--- src/hw/fce_pkg.sv ---
// Constants for the host-side chip-erase sequencer of a byte-wide flash.
// Assumes a 200 MHz system clock and a flash reached over plain parallel pins.
package fce_pkg;
	localparam int          CLK_MHZ          = 200;
	localparam int          ADDR_W           = 15;
	localparam int          DATA_W           = 8;
	localparam logic [7:0]  CMD_ERASE        = 8'h20;
	localparam logic [7:0]  CMD_ERASE_VERIFY = 8'ha0;
	localparam logic [7:0]  CMD_READ         = 8'h00;
	localparam logic [7:0]  PROG_VALUE       = 8'h00;
	localparam logic [7:0]  ERASED_VALUE     = 8'hff;
	localparam logic [7:0]  CMD_PROG_SETUP   = 8'h40;
	localparam logic [7:0]  CMD_PROG_VERIFY  = 8'hc0;
	// Erase pulse time in tenths of a microsecond (9.5 ms), least time, rounds up.
	localparam int          ERASE_PULSE_US10 = 95000;
	localparam int          ERASE_PULSE_CYC  = (ERASE_PULSE_US10 * CLK_MHZ + 9) / 10;
	// Write-to-read recovery in microseconds, least time.
	localparam int          RECOVERY_US      = 6;
	localparam int          RECOVERY_CYC     = RECOVERY_US * CLK_MHZ;
	// Program pulse duration in microseconds, least time.
	localparam int          PROG_PULSE_US    = 10;
	localparam int          PROG_PULSE_CYC   = PROG_PULSE_US * CLK_MHZ;
	// Strobe phase lengths: write pulse 80 ns, read access 150 ns, gaps 30 ns.
	localparam int          STROBE_NS        = 80;
	localparam int          STROBE_CYC       = (STROBE_NS * CLK_MHZ + 999) / 1000;
	localparam int          ACCESS_NS        = 150;
	localparam int          ACCESS_CYC       = (ACCESS_NS * CLK_MHZ + 999) / 1000;
	localparam int          GAP_NS           = 30;
	localparam int          GAP_CYC          = (GAP_NS * CLK_MHZ + 999) / 1000;
	localparam int          MAX_ERASE_PULSES = 1000;
	localparam int          MAX_PROG_PULSES  = 25;
	localparam int          TIMER_W          = 24;
endpackage : fce_pkg

--- src/hw/fce_seq.sv ---
// Host-side chip-erase sequencer: pre-programs the array to zero, then runs
// erase pulses with per-byte erase-verify until the whole array reads erased or MAX_PULSES pulses have run.
// Assumes the flash pins are wired straight to the ports and VPP is already high.
// Summary of operation
// - Pre-program every byte to zero first.
// - Reset verify address and pulse count.
// - Erase pulse starts with two 20h writes.
// - Stay idle for the whole erase pulse.
// - Erase pulse idle lasts at least 9.5 ms.
// - Erase-verify write A0h ends the pulse.
// - Read addressed byte after recovery wait.
// - Recovery before read at least 6 us.
// - Compare with FFh, count every pulse.
// - Verify from zero upward until failure.
// - Resume verify at last verified address.
// - Write 00h to return to read mode.
// - Erase-verify only after a chip erase.
// - Chip select from decoder, output enable shared; here the bus engine of fce_seq drives FL_CE_N and FL_OE_N itself.
`timescale 1ns/100ps
`default_nettype none
module fce_seq #(
	parameter int ERASE_CYC  = fce_pkg::ERASE_PULSE_CYC,
	parameter int RECOV_CYC  = fce_pkg::RECOVERY_CYC,
	parameter int PROG_CYC   = fce_pkg::PROG_PULSE_CYC,
	parameter int LAST_ADDR  = (1 << fce_pkg::ADDR_W) - 1,
	parameter int MAX_PULSES = fce_pkg::MAX_ERASE_PULSES
) (
	input  wire logic                        CLK,
	input  wire logic                        RESET_N,
	input  wire logic                        START,
	output var  logic                        BUSY,
	output var  logic                        DONE,
	output var  logic                        FAIL,
	output var  logic [15:0]                 PULSE_COUNT,
	output var  logic [fce_pkg::ADDR_W-1:0]  FL_ADDR,
	output var  logic [fce_pkg::DATA_W-1:0]  FL_DQ_O,
	output var  logic                        FL_DQ_OE,
	input  wire logic [fce_pkg::DATA_W-1:0]  FL_DQ_I,
	output var  logic                        FL_CE_N,
	output var  logic                        FL_OE_N,
	output var  logic                        FL_WE_N
);
	typedef enum {
		S_IDLE, S_PP_SETUP, S_PP_DATA, S_PP_WAIT, S_PP_VERIFY, S_PP_READ,
		S_ER_SETUP, S_ER_EXEC, S_ER_WAIT, S_EV_CMD, S_EV_READ, S_READ_CMD
	} fce_state_e;

	typedef enum {B_IDLE, B_SETUP, B_STROBE, B_HOLD} fce_bus_e;

	localparam int AW = fce_pkg::ADDR_W;
	localparam int DW = fce_pkg::DATA_W;
	localparam logic [AW-1:0] LAST_A = AW'(LAST_ADDR);

	fce_state_e state_q;
	fce_bus_e   bus_q;
	logic [fce_pkg::TIMER_W-1:0] timer_q;
	logic [fce_pkg::TIMER_W-1:0] bus_cnt_q;
	logic [AW-1:0]  addr_q;
	logic [4:0]     prog_tries_q;
	logic [15:0]    pulses_q;
	logic           req_q;
	logic           req_rd_q;
	logic [DW-1:0]  req_data_q;
	logic           bus_done_q;
	logic [DW-1:0]  rd_data_q;
	logic           start_s1_q;
	logic           start_s2_q;
	logic [DW-1:0]  dq_s1_q;
	logic [DW-1:0]  dq_s2_q;
	logic           final_q;

	// True while the pulse budget has been spent.
	function automatic logic limit_hit(input logic [15:0] n);
		limit_hit = (32'(n) >= 32'(MAX_PULSES));
	endfunction : limit_hit

	// Start and read data come from outside, so both pass two flops first.
	always_ff @(posedge CLK or negedge RESET_N) begin
		if (!RESET_N) begin
			start_s1_q <= 1'b0;
			start_s2_q <= 1'b0;
			dq_s1_q    <= '0;
			dq_s2_q    <= '0;
		end else begin
			start_s1_q <= START;
			start_s2_q <= start_s1_q;
			dq_s1_q    <= FL_DQ_I;
			dq_s2_q    <= dq_s1_q;
		end
	end

	// Bus cycle engine: one write or read cycle per request, data and chip
	// select set a cycle ahead of the strobe, so the device accepts the write.
	always_ff @(posedge CLK or negedge RESET_N) begin
		if (!RESET_N) begin
			bus_q      <= B_IDLE;
			bus_cnt_q  <= '0;
			bus_done_q <= 1'b0;
			FL_CE_N    <= 1'b1;
			FL_OE_N    <= 1'b1;
			FL_WE_N    <= 1'b1;
			FL_DQ_O    <= '0;
			FL_DQ_OE   <= 1'b0;
			rd_data_q  <= '0;
		end else begin
			bus_done_q <= 1'b0;
			case (bus_q)
				B_IDLE: begin
					if (req_q && !bus_done_q) begin
						bus_q     <= B_SETUP;
						FL_CE_N   <= 1'b0;
						FL_DQ_O   <= req_data_q;
						FL_DQ_OE  <= !req_rd_q;
						bus_cnt_q <= '0;
					end
				end
				B_SETUP: begin
					// Chip select set-up ahead of the strobe.
					bus_q     <= B_STROBE;
					FL_WE_N   <= req_rd_q;
					FL_OE_N   <= !req_rd_q;
					bus_cnt_q <= '0;
				end
				B_STROBE: begin
					bus_cnt_q <= bus_cnt_q + 1'b1;
					if (32'(bus_cnt_q) >= (req_rd_q ? fce_pkg::ACCESS_CYC
					                                 : fce_pkg::STROBE_CYC) - 1) begin
						bus_q     <= B_HOLD;
						FL_WE_N   <= 1'b1;
						FL_OE_N   <= 1'b1;
						rd_data_q <= dq_s2_q;
						bus_cnt_q <= '0;
					end
				end
				B_HOLD: begin
					// Data hold after the strobe rises, then release the bus.
					bus_cnt_q <= bus_cnt_q + 1'b1;
					if (32'(bus_cnt_q) >= fce_pkg::GAP_CYC - 1) begin
						bus_q      <= B_IDLE;
						FL_CE_N    <= 1'b1;
						FL_DQ_OE   <= 1'b0;
						bus_done_q <= 1'b1;
					end
				end
				default: bus_q <= B_IDLE;
			endcase
		end
	end

	// Issue one bus cycle from the sequencer; held until the engine finishes.
	task automatic issue(input logic rd, input logic [DW-1:0] d);
		req_q      <= 1'b1;
		req_rd_q   <= rd;
		req_data_q <= d;
	endtask : issue

	// Main erase algorithm. Waits between commands are counted in timer_q,
	// which starts once the previous write cycle has ended, after its data hold.
	always_ff @(posedge CLK or negedge RESET_N) begin
		if (!RESET_N) begin
			state_q      <= S_IDLE;
			timer_q      <= '0;
			addr_q       <= '0;
			prog_tries_q <= '0;
			pulses_q     <= '0;
			req_q        <= 1'b0;
			req_rd_q     <= 1'b0;
			req_data_q   <= '0;
			final_q      <= 1'b0;
			FL_ADDR      <= '0;
			PULSE_COUNT  <= '0;
			BUSY         <= 1'b0;
			DONE         <= 1'b0;
			FAIL         <= 1'b0;
		end else begin
			if (timer_q != '0) begin
				timer_q <= timer_q - 1'b1;
			end
			if (bus_done_q) begin
				req_q <= 1'b0;
			end
			PULSE_COUNT <= pulses_q;
			case (state_q)
				S_IDLE: begin
					if (start_s2_q) begin
						BUSY         <= 1'b1;
						DONE         <= 1'b0;
						FAIL         <= 1'b0;
						addr_q       <= '0;
						FL_ADDR      <= '0;
						prog_tries_q <= '0;
						pulses_q     <= '0;
						state_q      <= S_PP_SETUP;
						issue(1'b0, fce_pkg::CMD_PROG_SETUP);
					end
				end
				S_PP_SETUP: begin
					if (bus_done_q) begin
						state_q <= S_PP_DATA;
						issue(1'b0, fce_pkg::PROG_VALUE);
					end
				end
				S_PP_DATA: begin
					if (bus_done_q) begin
						state_q <= S_PP_WAIT;
						timer_q <= fce_pkg::TIMER_W'(PROG_CYC);
					end
				end
				S_PP_WAIT: begin
					if (timer_q == '0 && !req_q) begin
						state_q <= S_PP_VERIFY;
						issue(1'b0, fce_pkg::CMD_PROG_VERIFY);
					end
				end
				S_PP_VERIFY: begin
					if (bus_done_q) begin
						state_q <= S_PP_READ;
						timer_q <= fce_pkg::TIMER_W'(RECOV_CYC);
					end
				end
				S_PP_READ: begin
					if (timer_q == '0 && !req_q && !bus_done_q) begin
						issue(1'b1, 8'h00);
					end
					if (bus_done_q) begin
						if (rd_data_q == fce_pkg::PROG_VALUE) begin
							prog_tries_q <= '0;
							if (addr_q == LAST_A) begin
								addr_q   <= '0;
								FL_ADDR  <= '0;
								pulses_q <= '0;
								state_q  <= S_ER_SETUP;
								issue(1'b0, fce_pkg::CMD_ERASE);
							end else begin
								addr_q  <= addr_q + 1'b1;
								FL_ADDR <= addr_q + 1'b1;
								state_q <= S_PP_SETUP;
								issue(1'b0, fce_pkg::CMD_PROG_SETUP);
							end
						end else if (32'(prog_tries_q) >= fce_pkg::MAX_PROG_PULSES - 1) begin
							final_q <= 1'b0;
							state_q <= S_READ_CMD;
							FAIL    <= 1'b1;
							issue(1'b0, fce_pkg::CMD_READ);
						end else begin
							prog_tries_q <= prog_tries_q + 1'b1;
							state_q      <= S_PP_SETUP;
							issue(1'b0, fce_pkg::CMD_PROG_SETUP);
						end
					end
				end
				S_ER_SETUP: begin
					if (bus_done_q) begin
						state_q <= S_ER_EXEC;
						issue(1'b0, fce_pkg::CMD_ERASE);
					end
				end
				S_ER_EXEC: begin
					if (bus_done_q) begin
						pulses_q <= pulses_q + 1'b1;
						state_q  <= S_ER_WAIT;
						timer_q  <= fce_pkg::TIMER_W'(ERASE_CYC);
					end
				end
				S_ER_WAIT: begin
					// No bus cycle may run while the pulse is in progress.
					if (timer_q == '0) begin
						state_q <= S_EV_CMD;
						FL_ADDR <= addr_q;
						issue(1'b0, fce_pkg::CMD_ERASE_VERIFY);
					end
				end
				S_EV_CMD: begin
					if (bus_done_q) begin
						state_q <= S_EV_READ;
						timer_q <= fce_pkg::TIMER_W'(RECOV_CYC);
					end
				end
				S_EV_READ: begin
					if (timer_q == '0 && !req_q && !bus_done_q) begin
						issue(1'b1, 8'h00);
					end
					if (bus_done_q) begin
						if (rd_data_q == fce_pkg::ERASED_VALUE) begin
							if (addr_q == LAST_A) begin
								final_q <= 1'b1;
								state_q <= S_READ_CMD;
								issue(1'b0, fce_pkg::CMD_READ);
							end else begin
								addr_q  <= addr_q + 1'b1;
								FL_ADDR <= addr_q + 1'b1;
								state_q <= S_EV_CMD;
								issue(1'b0, fce_pkg::CMD_ERASE_VERIFY);
							end
						end else if (limit_hit(pulses_q)) begin
							final_q <= 1'b0;
							FAIL    <= 1'b1;
							state_q <= S_READ_CMD;
							issue(1'b0, fce_pkg::CMD_READ);
						end else begin
							// Address is kept so verify resumes here.
							state_q <= S_ER_SETUP;
							issue(1'b0, fce_pkg::CMD_ERASE);
						end
					end
				end
				S_READ_CMD: begin
					if (bus_done_q) begin
						BUSY    <= 1'b0;
						DONE    <= final_q;
						state_q <= S_IDLE;
					end
				end
				default: state_q <= S_IDLE;
			endcase
		end
	end
endmodule : fce_seq
`default_nettype wire

--- config.mk ---
export PLATFORM = sky130hd
export DESIGN_NAME = fce_seq
export DESIGN_NICKNAME = d
export VERILOG_FILES = /design/src/hw/fce_pkg.sv /design/src/hw/fce_seq.sv
export SDC_FILE = /design/constraint.sdc
export NUM_CORES = 1
export LEC_CHECK = 0
export BUFFER_PORTS_ARGS = -buffer_cell sky130_fd_sc_hd__buf_2
export CAP_MARGIN = 0
export CORE_MARGIN = 3
export CORE_UTILIZATION = 60
export CTS_CLUSTER_DIAMETER = 120
export DETAILED_ROUTE_END_ITERATION = 10
export GPL_TIMING_DRIVEN = 0
export MAX_ROUTING_LAYER = met4
export PLACE_DENSITY = 0.83
export SLEW_MARGIN = 10
export SYNTH_ARGS = -nofsm -noshare
export SYNTH_HDL_FRONTEND = slang
export SYNTH_SLANG_ARGS = --single-unit
--- constraint.sdc ---
create_clock -name CLK -period 6.9 [get_ports CLK]
set_input_delay 2.07 -clock CLK [delete_from_list [all_inputs] [get_ports CLK]]
set_output_delay 2.07 -clock CLK [all_outputs]
set_load 0.05 [all_outputs]
[Yosys cells after proc, flatten, opt, wreduce, memory -nomap -nowiden]
Index checks and enable logic that the tools add are counted.
Word-level totals
  register bits: 232
  bits of input ports: 11
  output and inout bits: 46
  logic and storage cells: 235
Operators by class
  add/subtract/negate cells: 6
  magnitude comparators: 4
  eq/ne operators: 44
  muxes and demuxes: 113
  reductions and logical operators: 41
Operator list (number)
  32-bit 2-to-1 mux: 17
  32-bit one-hot mux with 12 select lines: 1
  24-bit 2-to-1 mux: 6
  32-bit by 2-bit == test with 1-bit output, second input constant: 4
  32-bit by 3-bit == test with 1-bit output, second input constant: 4
  32-bit by 4-bit == test with 1-bit output, second input constant: 4
  32-bit one-hot mux with 4 select lines: 1
  15-bit 2-to-1 mux: 8
  24-bit one-hot mux with 4 select lines: 1
  8-bit 2-to-1 mux: 11
  16-bit 2-to-1 mux: 5
  24-bit one-hot mux with 3 select lines: 1
  32-bit by 1-bit == test with 1-bit output, second input constant: 2
  32-bit zero test: 2
  15-bit one-hot mux with 4 select lines: 1
  8-bit one-hot mux with 7 select lines: 1
  16-bit one-hot mux with 3 select lines: 1
  2-bit inequality test, second input constant: 23
  15-bit one-hot mux with 3 select lines: 1
  1-bit 2-to-1 mux: 35
  24-bit by 32-bit greater-or-equal comparator with 1-bit output: 1
  24-bit by 1-bit adder with 24-bit output, second input constant: 1
  24-bit by 3-bit greater-or-equal comparator with 1-bit output, second input constant: 1
  24-bit zero test: 1
  other kinds (39): 75

[Longest topological paths before layout]
  depth after elaboration: 6
  depth in mapped cells: 10
  mapped depth without buffers: 8

[Worst setup path after synthesis]
OpenSTA, ideal clock, no wires.
  path type: reg-to-reg
  start: reg timer_q[5] in the netlist's numbering
  end: reg state_q[2]
  data arrival time: 2.670 ns
  required time: 6.779 ns
  setup slack: 4.109 ns
  cell stages (with the launch flop): 10
  path buffers: 3
  period minus slack after synthesis: 2.791 ns
  cell sequence: dfrtp_1 -> or4_4 -> buf_6 -> or4_4 -> buf_6 -> or2_1 -> buf_6 -> a221oi_4 -> o31ai_1 -> a22o_1
Between the ends
  cells in the longest elaborated chain, start to end: 4
  elaborated cells between the ends (all ways): 5
  classes of those cells: 2 x eq/ne; 3 x reduce/logical
RTL lines
  start, declared: line fce_seq.sv:56  | logic [fce_pkg::TIMER_W-1:0] timer_q;
  start signal, assigned: line fce_seq.sv:177  | timer_q <= timer_q - 1'b1;
  start signal, assigned: line fce_seq.sv:206  | timer_q <= fce_pkg::TIMER_W'(PROG_CYC);
  start signal, assigned: line fce_seq.sv:218  | timer_q <= fce_pkg::TIMER_W'(RECOV_CYC);
  24-bit zero test *: line fce_seq.sv:210, fce_seq.sv:267
  1-bit logical AND: line fce_seq.sv:210  | if (timer_q == '0 && !req_q) begin
  2-bit inequality test (no source line)
  12-bit AND reduction (no source line) *
  end signal, assigned: line fce_seq.sv:211  | state_q <= S_PP_VERIFY;
  end signal, assigned: line fce_seq.sv:217  | state_q <= S_PP_READ;
  end signal, assigned: line fce_seq.sv:268  | state_q <= S_EV_CMD;
  end, declared: line fce_seq.sv:54  | fce_state_e state_q;
Mark *: on every way between the ends. The rest lies on a longest branch, timed or not.
A chain may end at the register's enable or synchronous reset.

[Worst setup path in the final report]
  start: reg addr_q[0]
  end: reg addr_q[11]
Between the ends
  cells in the longest elaborated chain, start to end: 5
  elaborated cells between the ends (all ways): 11
  classes of those cells: 1 x add/sub; 2 x eq/ne; 7 x mux; 1 x reduce/logical
RTL lines
  start, declared: line fce_seq.sv:58  | logic [AW-1:0] addr_q;
  start signal, assigned: line fce_seq.sv:235  | addr_q <= addr_q + 1'b1;
  start signal, assigned: line fce_seq.sv:290  | addr_q <= addr_q + 1'b1;
  15-bit by 1-bit adder with 15-bit output or 15-bit == test (tied branches)
  15-bit 2-to-1 mux (on tied branches): line fce_seq.sv:285, fce_seq.sv:228
  15-bit 2-to-1 mux (on tied branches): line fce_seq.sv:284, fce_seq.sv:226
  15-bit 2-to-1 mux (on tied branches): line fce_seq.sv:283, fce_seq.sv:225
  15-bit one-hot mux with 3 select lines: line fce_seq.sv:183  | case (state_q)
Several ways; a longest one is shown, not always the timed one. The select of a mux whose other input is x is not followed.

==> flow_metrics.env <==
export IMPL_outcome="finished clean"
export IMPL_power_switching_uw=1410
export IMPL_max_cap_violations=0
export IMPL_cellPowerDensity_nw_per_um2=377
export IMPL_num_vias=6882
export IMPL_cts_max_level=4
export IMPL_grt_use_total_pct=26.2
export IMPL_cpPeakStageDelay_ps=670
export IMPL_die_area_um2=15500
export IMPL_r2r_end="addr_q[11]"
export IMPL_fmax_ghz=0.288
export IMPL_r2r_slack_ps=3430
export IMPL_required_ps=7230
export IMPL_pwr_share_comb_pct=35.9
export IMPL_die_h_um=125
export IMPL_end_kind="flop"
export IMPL_yosys_warnings=0
export IMPL_report_final_slew_viol_count=0
export IMPL_cts_buffers=17
export IMPL_grt_pass1_vias=6610
export IMPL_syn_area_um2=8430
export IMPL_worstRegToRegCells=9
export IMPL_antenna_found_initial=0
export IMPL_r2r_start="addr_q[0]"
export IMPL_path_clk_slew_ps=70
export IMPL_cp_arrival_ps=3810
export IMPL_clock_sinks=174
export IMPL_synth_top_cell_by_area="dfrtp_1"
export IMPL_worstMarginPinSlew_ps=1130
export IMPL_power_leakage_uw=0.00432
export IMPL_setup_tns_ps=0
export IMPL_multi_input_area_um2=3830
export IMPL_grt_remaining_overflow=0
export IMPL_cp_num_buf_inv=2
export IMPL_async_flop_share_pct=100
export IMPL_yosysSeqAreaShare_pct=51.7
export IMPL_initial_core_util_pct=62.4
export IMPL_drcViolationCount=0
export IMPL_syn_area_per_cell_um2=9.96
export IMPL_seqPwrFrac_pct=36.3
export IMPL_io_buffers=56
export IMPL_nFillCells=975
export IMPL_first_iter_violations=647
export IMPL_intPower_uw=2200
export IMPL_path_max_fanout=10
export IMPL_holdPathStages=0
export IMPL_finalNetCount=948
export IMPL_rsz0062_at_grt="no"
export IMPL_switching_share_pct=39.0
export IMPL_setup_viol=0
export IMPL_mostFrequentLayoutCell="dfrtp_1"
export IMPL_critPathLaunchType="flop"
export IMPL_synth_edf_count=0
export IMPL_cts_resized=0
export IMPL_min_from="dq_s1_q[3]"
export IMPL_clk_insertion_delay_late_ps=440
export IMPL_ys_flop_type="dfrtp_1"
export IMPL_root_buffer="clkbuf_16"
export IMPL_ir_worst_vdd_mv=0.249
export IMPL_wl_um=19300
export IMPL_synth_nets=872
export IMPL_p_clk_share_pct=27.7
export IMPL_slowest_stage="or4_1"
export IMPL_period_needed_ps=3470
export IMPL_cts_buffer_depth=2
export IMPL_regArea_um2=4360
export IMPL_ys_ff_latch=174
export IMPL_syn_to_final_growth_pct=13.7
export IMPL_post_drt_wl_per_cell_um=17.4
export IMPL_dr_pass1_iters=5
export IMPL_synth_cell_types=70
export IMPL_fin_worst_skew_ps=12.2
export IMPL_fin_hold_ws_ps=348
export IMPL_final_cell_mix="dfrtp_1 (171), nor2_1 (91), o21ai_0 (74)"
export IMPL_avgViaCountPerCell=6.20
export IMPL_worstPathCellList="ha_1 > nand3_1 > or4_1 > a21oi_1 > or4_1 > clkbuf_1 > clkbuf_1 > o21ai_0 > o31ai_1"
export IMPL_synthTopCellsByArea="dfrtp_1 (51%), o21ai_0 (4.4%), nor2_1 (4.1%)"
export IMPL_drive_above_1_share_pct=14.2
export IMPL_grt_pass1_wl_um=32600
export IMPL_rows=42
export IMPL_maxSlewHeadroom_pct=23.6
export IMPL_place_hpwl_um=13100
export IMPL_postCtsSetupBuffers=0
export IMPL_grt_max_degree=109
export IMPL_place_gp_congestion=0.954
export IMPL_netlist_instances=846
export IMPL_ios=57
export IMPL_cts_tree="built"
export IMPL_antenna_cells=0
export IMPL_hold_path_endpoint="dq_s2_q[3]"
export IMPL_path_delay_family="simple AND/OR/NAND/NOR gates"
export IMPL_antenna_left=0
export IMPL_final_period_utilization_pct=50.3
export IMPL_hp_class="reg -> reg"
export IMPL_hold_viol=0
export IMPL_synth_top_cell_area_share_pct=50.8
export IMPL_worst_setup_path_type="reg -> reg"
export IMPL_die_x_um=125
export IMPL_holdBufCountCts=0
export IMPL_coreArea_um2=13500
-- logic make-up after synthesis --
family	share of synthesized area, %
mux	2.87
fa+ha+maj	2.23
xor+xnor	4.16
buf+inv	2.87
compound gates	16.2
simple gates	19.9
flops	51.7
-- metrics by stage --
step / cells / instance area [um^2] / utilization [%] / setup slack, ps / total power, uW
finish: 1110 / 9580 / 70.9 / 3430 / 3610
global placement: 1078 / 8930 / 66.1 / 1100 / 2570
global route: 1110 / 9580 / 70.9 / 3240 / 3820
CTS: 1110 / 9580 / 70.9 / 3530 / 3610
detailed placement: 1079 / 8960 / 66.4 / 3650 / 2600
floorplan: 846 / 8430 / - / 4110 / 2280
-- cells in the mapped netlist, types with 18 or more instances --
| library cell | instances |
|---|---|
| o21ai_0 | 74 |
| xor2_1 | 20 |
| nor3_1 | 18 |
| clkbuf_1 | 21 |
| nor2_1 | 91 |
| nand3_1 | 23 |
| nor4_1 | 20 |
| dfrtp_1 | 171 |
| inv_1 | 19 |
| nand2_1 | 61 |
| and3_1 | 18 |
| xnor2_1 | 20 |
| a21oi_1 | 43 |
-- power groups by stage --
stage	combinational (uW)	clock, uW	sequential [uW]
2_1_floorplan	782	0	1500
3_3_place_gp	1250	0	1320
3_5_place_dp	1280	0	1330
4_1_cts	1290	1020	1310
5_1_grt	1420	1060	1340
6_report	1300	1000	1310
-- how the worst max path moves through the flow --
stage                       end  cells after the start        from  slack (ps)
floorplan            state_q[2]                      9  timer_q[5]        4110
global placement    pulses_q[7]                      1     RESET_N        1100
detailed placement   addr_q[13]                      9   addr_q[0]        3650
CTS                  addr_q[11]                      9   addr_q[0]        3530
global route         addr_q[11]                      9   addr_q[0]        3240
finish               addr_q[11]                      9   addr_q[0]        3430
-- flip-flops by register name, summed over array words and instances (netlist names), 2 cells and up --
| signal | flops |
|---|---|
| bus_q | 2 |
| addr_q | 15 |
| FL_DQ_O | 8 |
| bus_cnt_q | 24 |
| prog_tries_q | 5 |
| FL_ADDR | 15 |
| req_data_q | 8 |
| rd_data_q | 8 |
| dq_s2_q | 8 |
| dq_s1_q | 8 |
| pulses_q | 16 |
| state_q | 4 |
| timer_q | 24 |
| PULSE_COUNT | 16 |
-- layout make-up --
cell class                 instances  area share (%)
sequential                       174            45.5
tap                              176            2.30
inverter                          19           0.745
multi-input combinational        618            40.0
clock inverter                    13            1.82
clock buffer                      18            4.59
buffer                            35            1.78
timing repair buffer              57            3.32
-- layer usage --
metal / vias up / GRT usage [%] / routed length, um
li1: 3227 / - / -
met1: 3365 / 36.7 / 8840
met2: 257 / 38.8 / 8910
met3: 33 / 6.00 / 1180
met4: 0 / 7.61 / 343
met5: - / - / 0
Power figures use the tool's default switching activity.
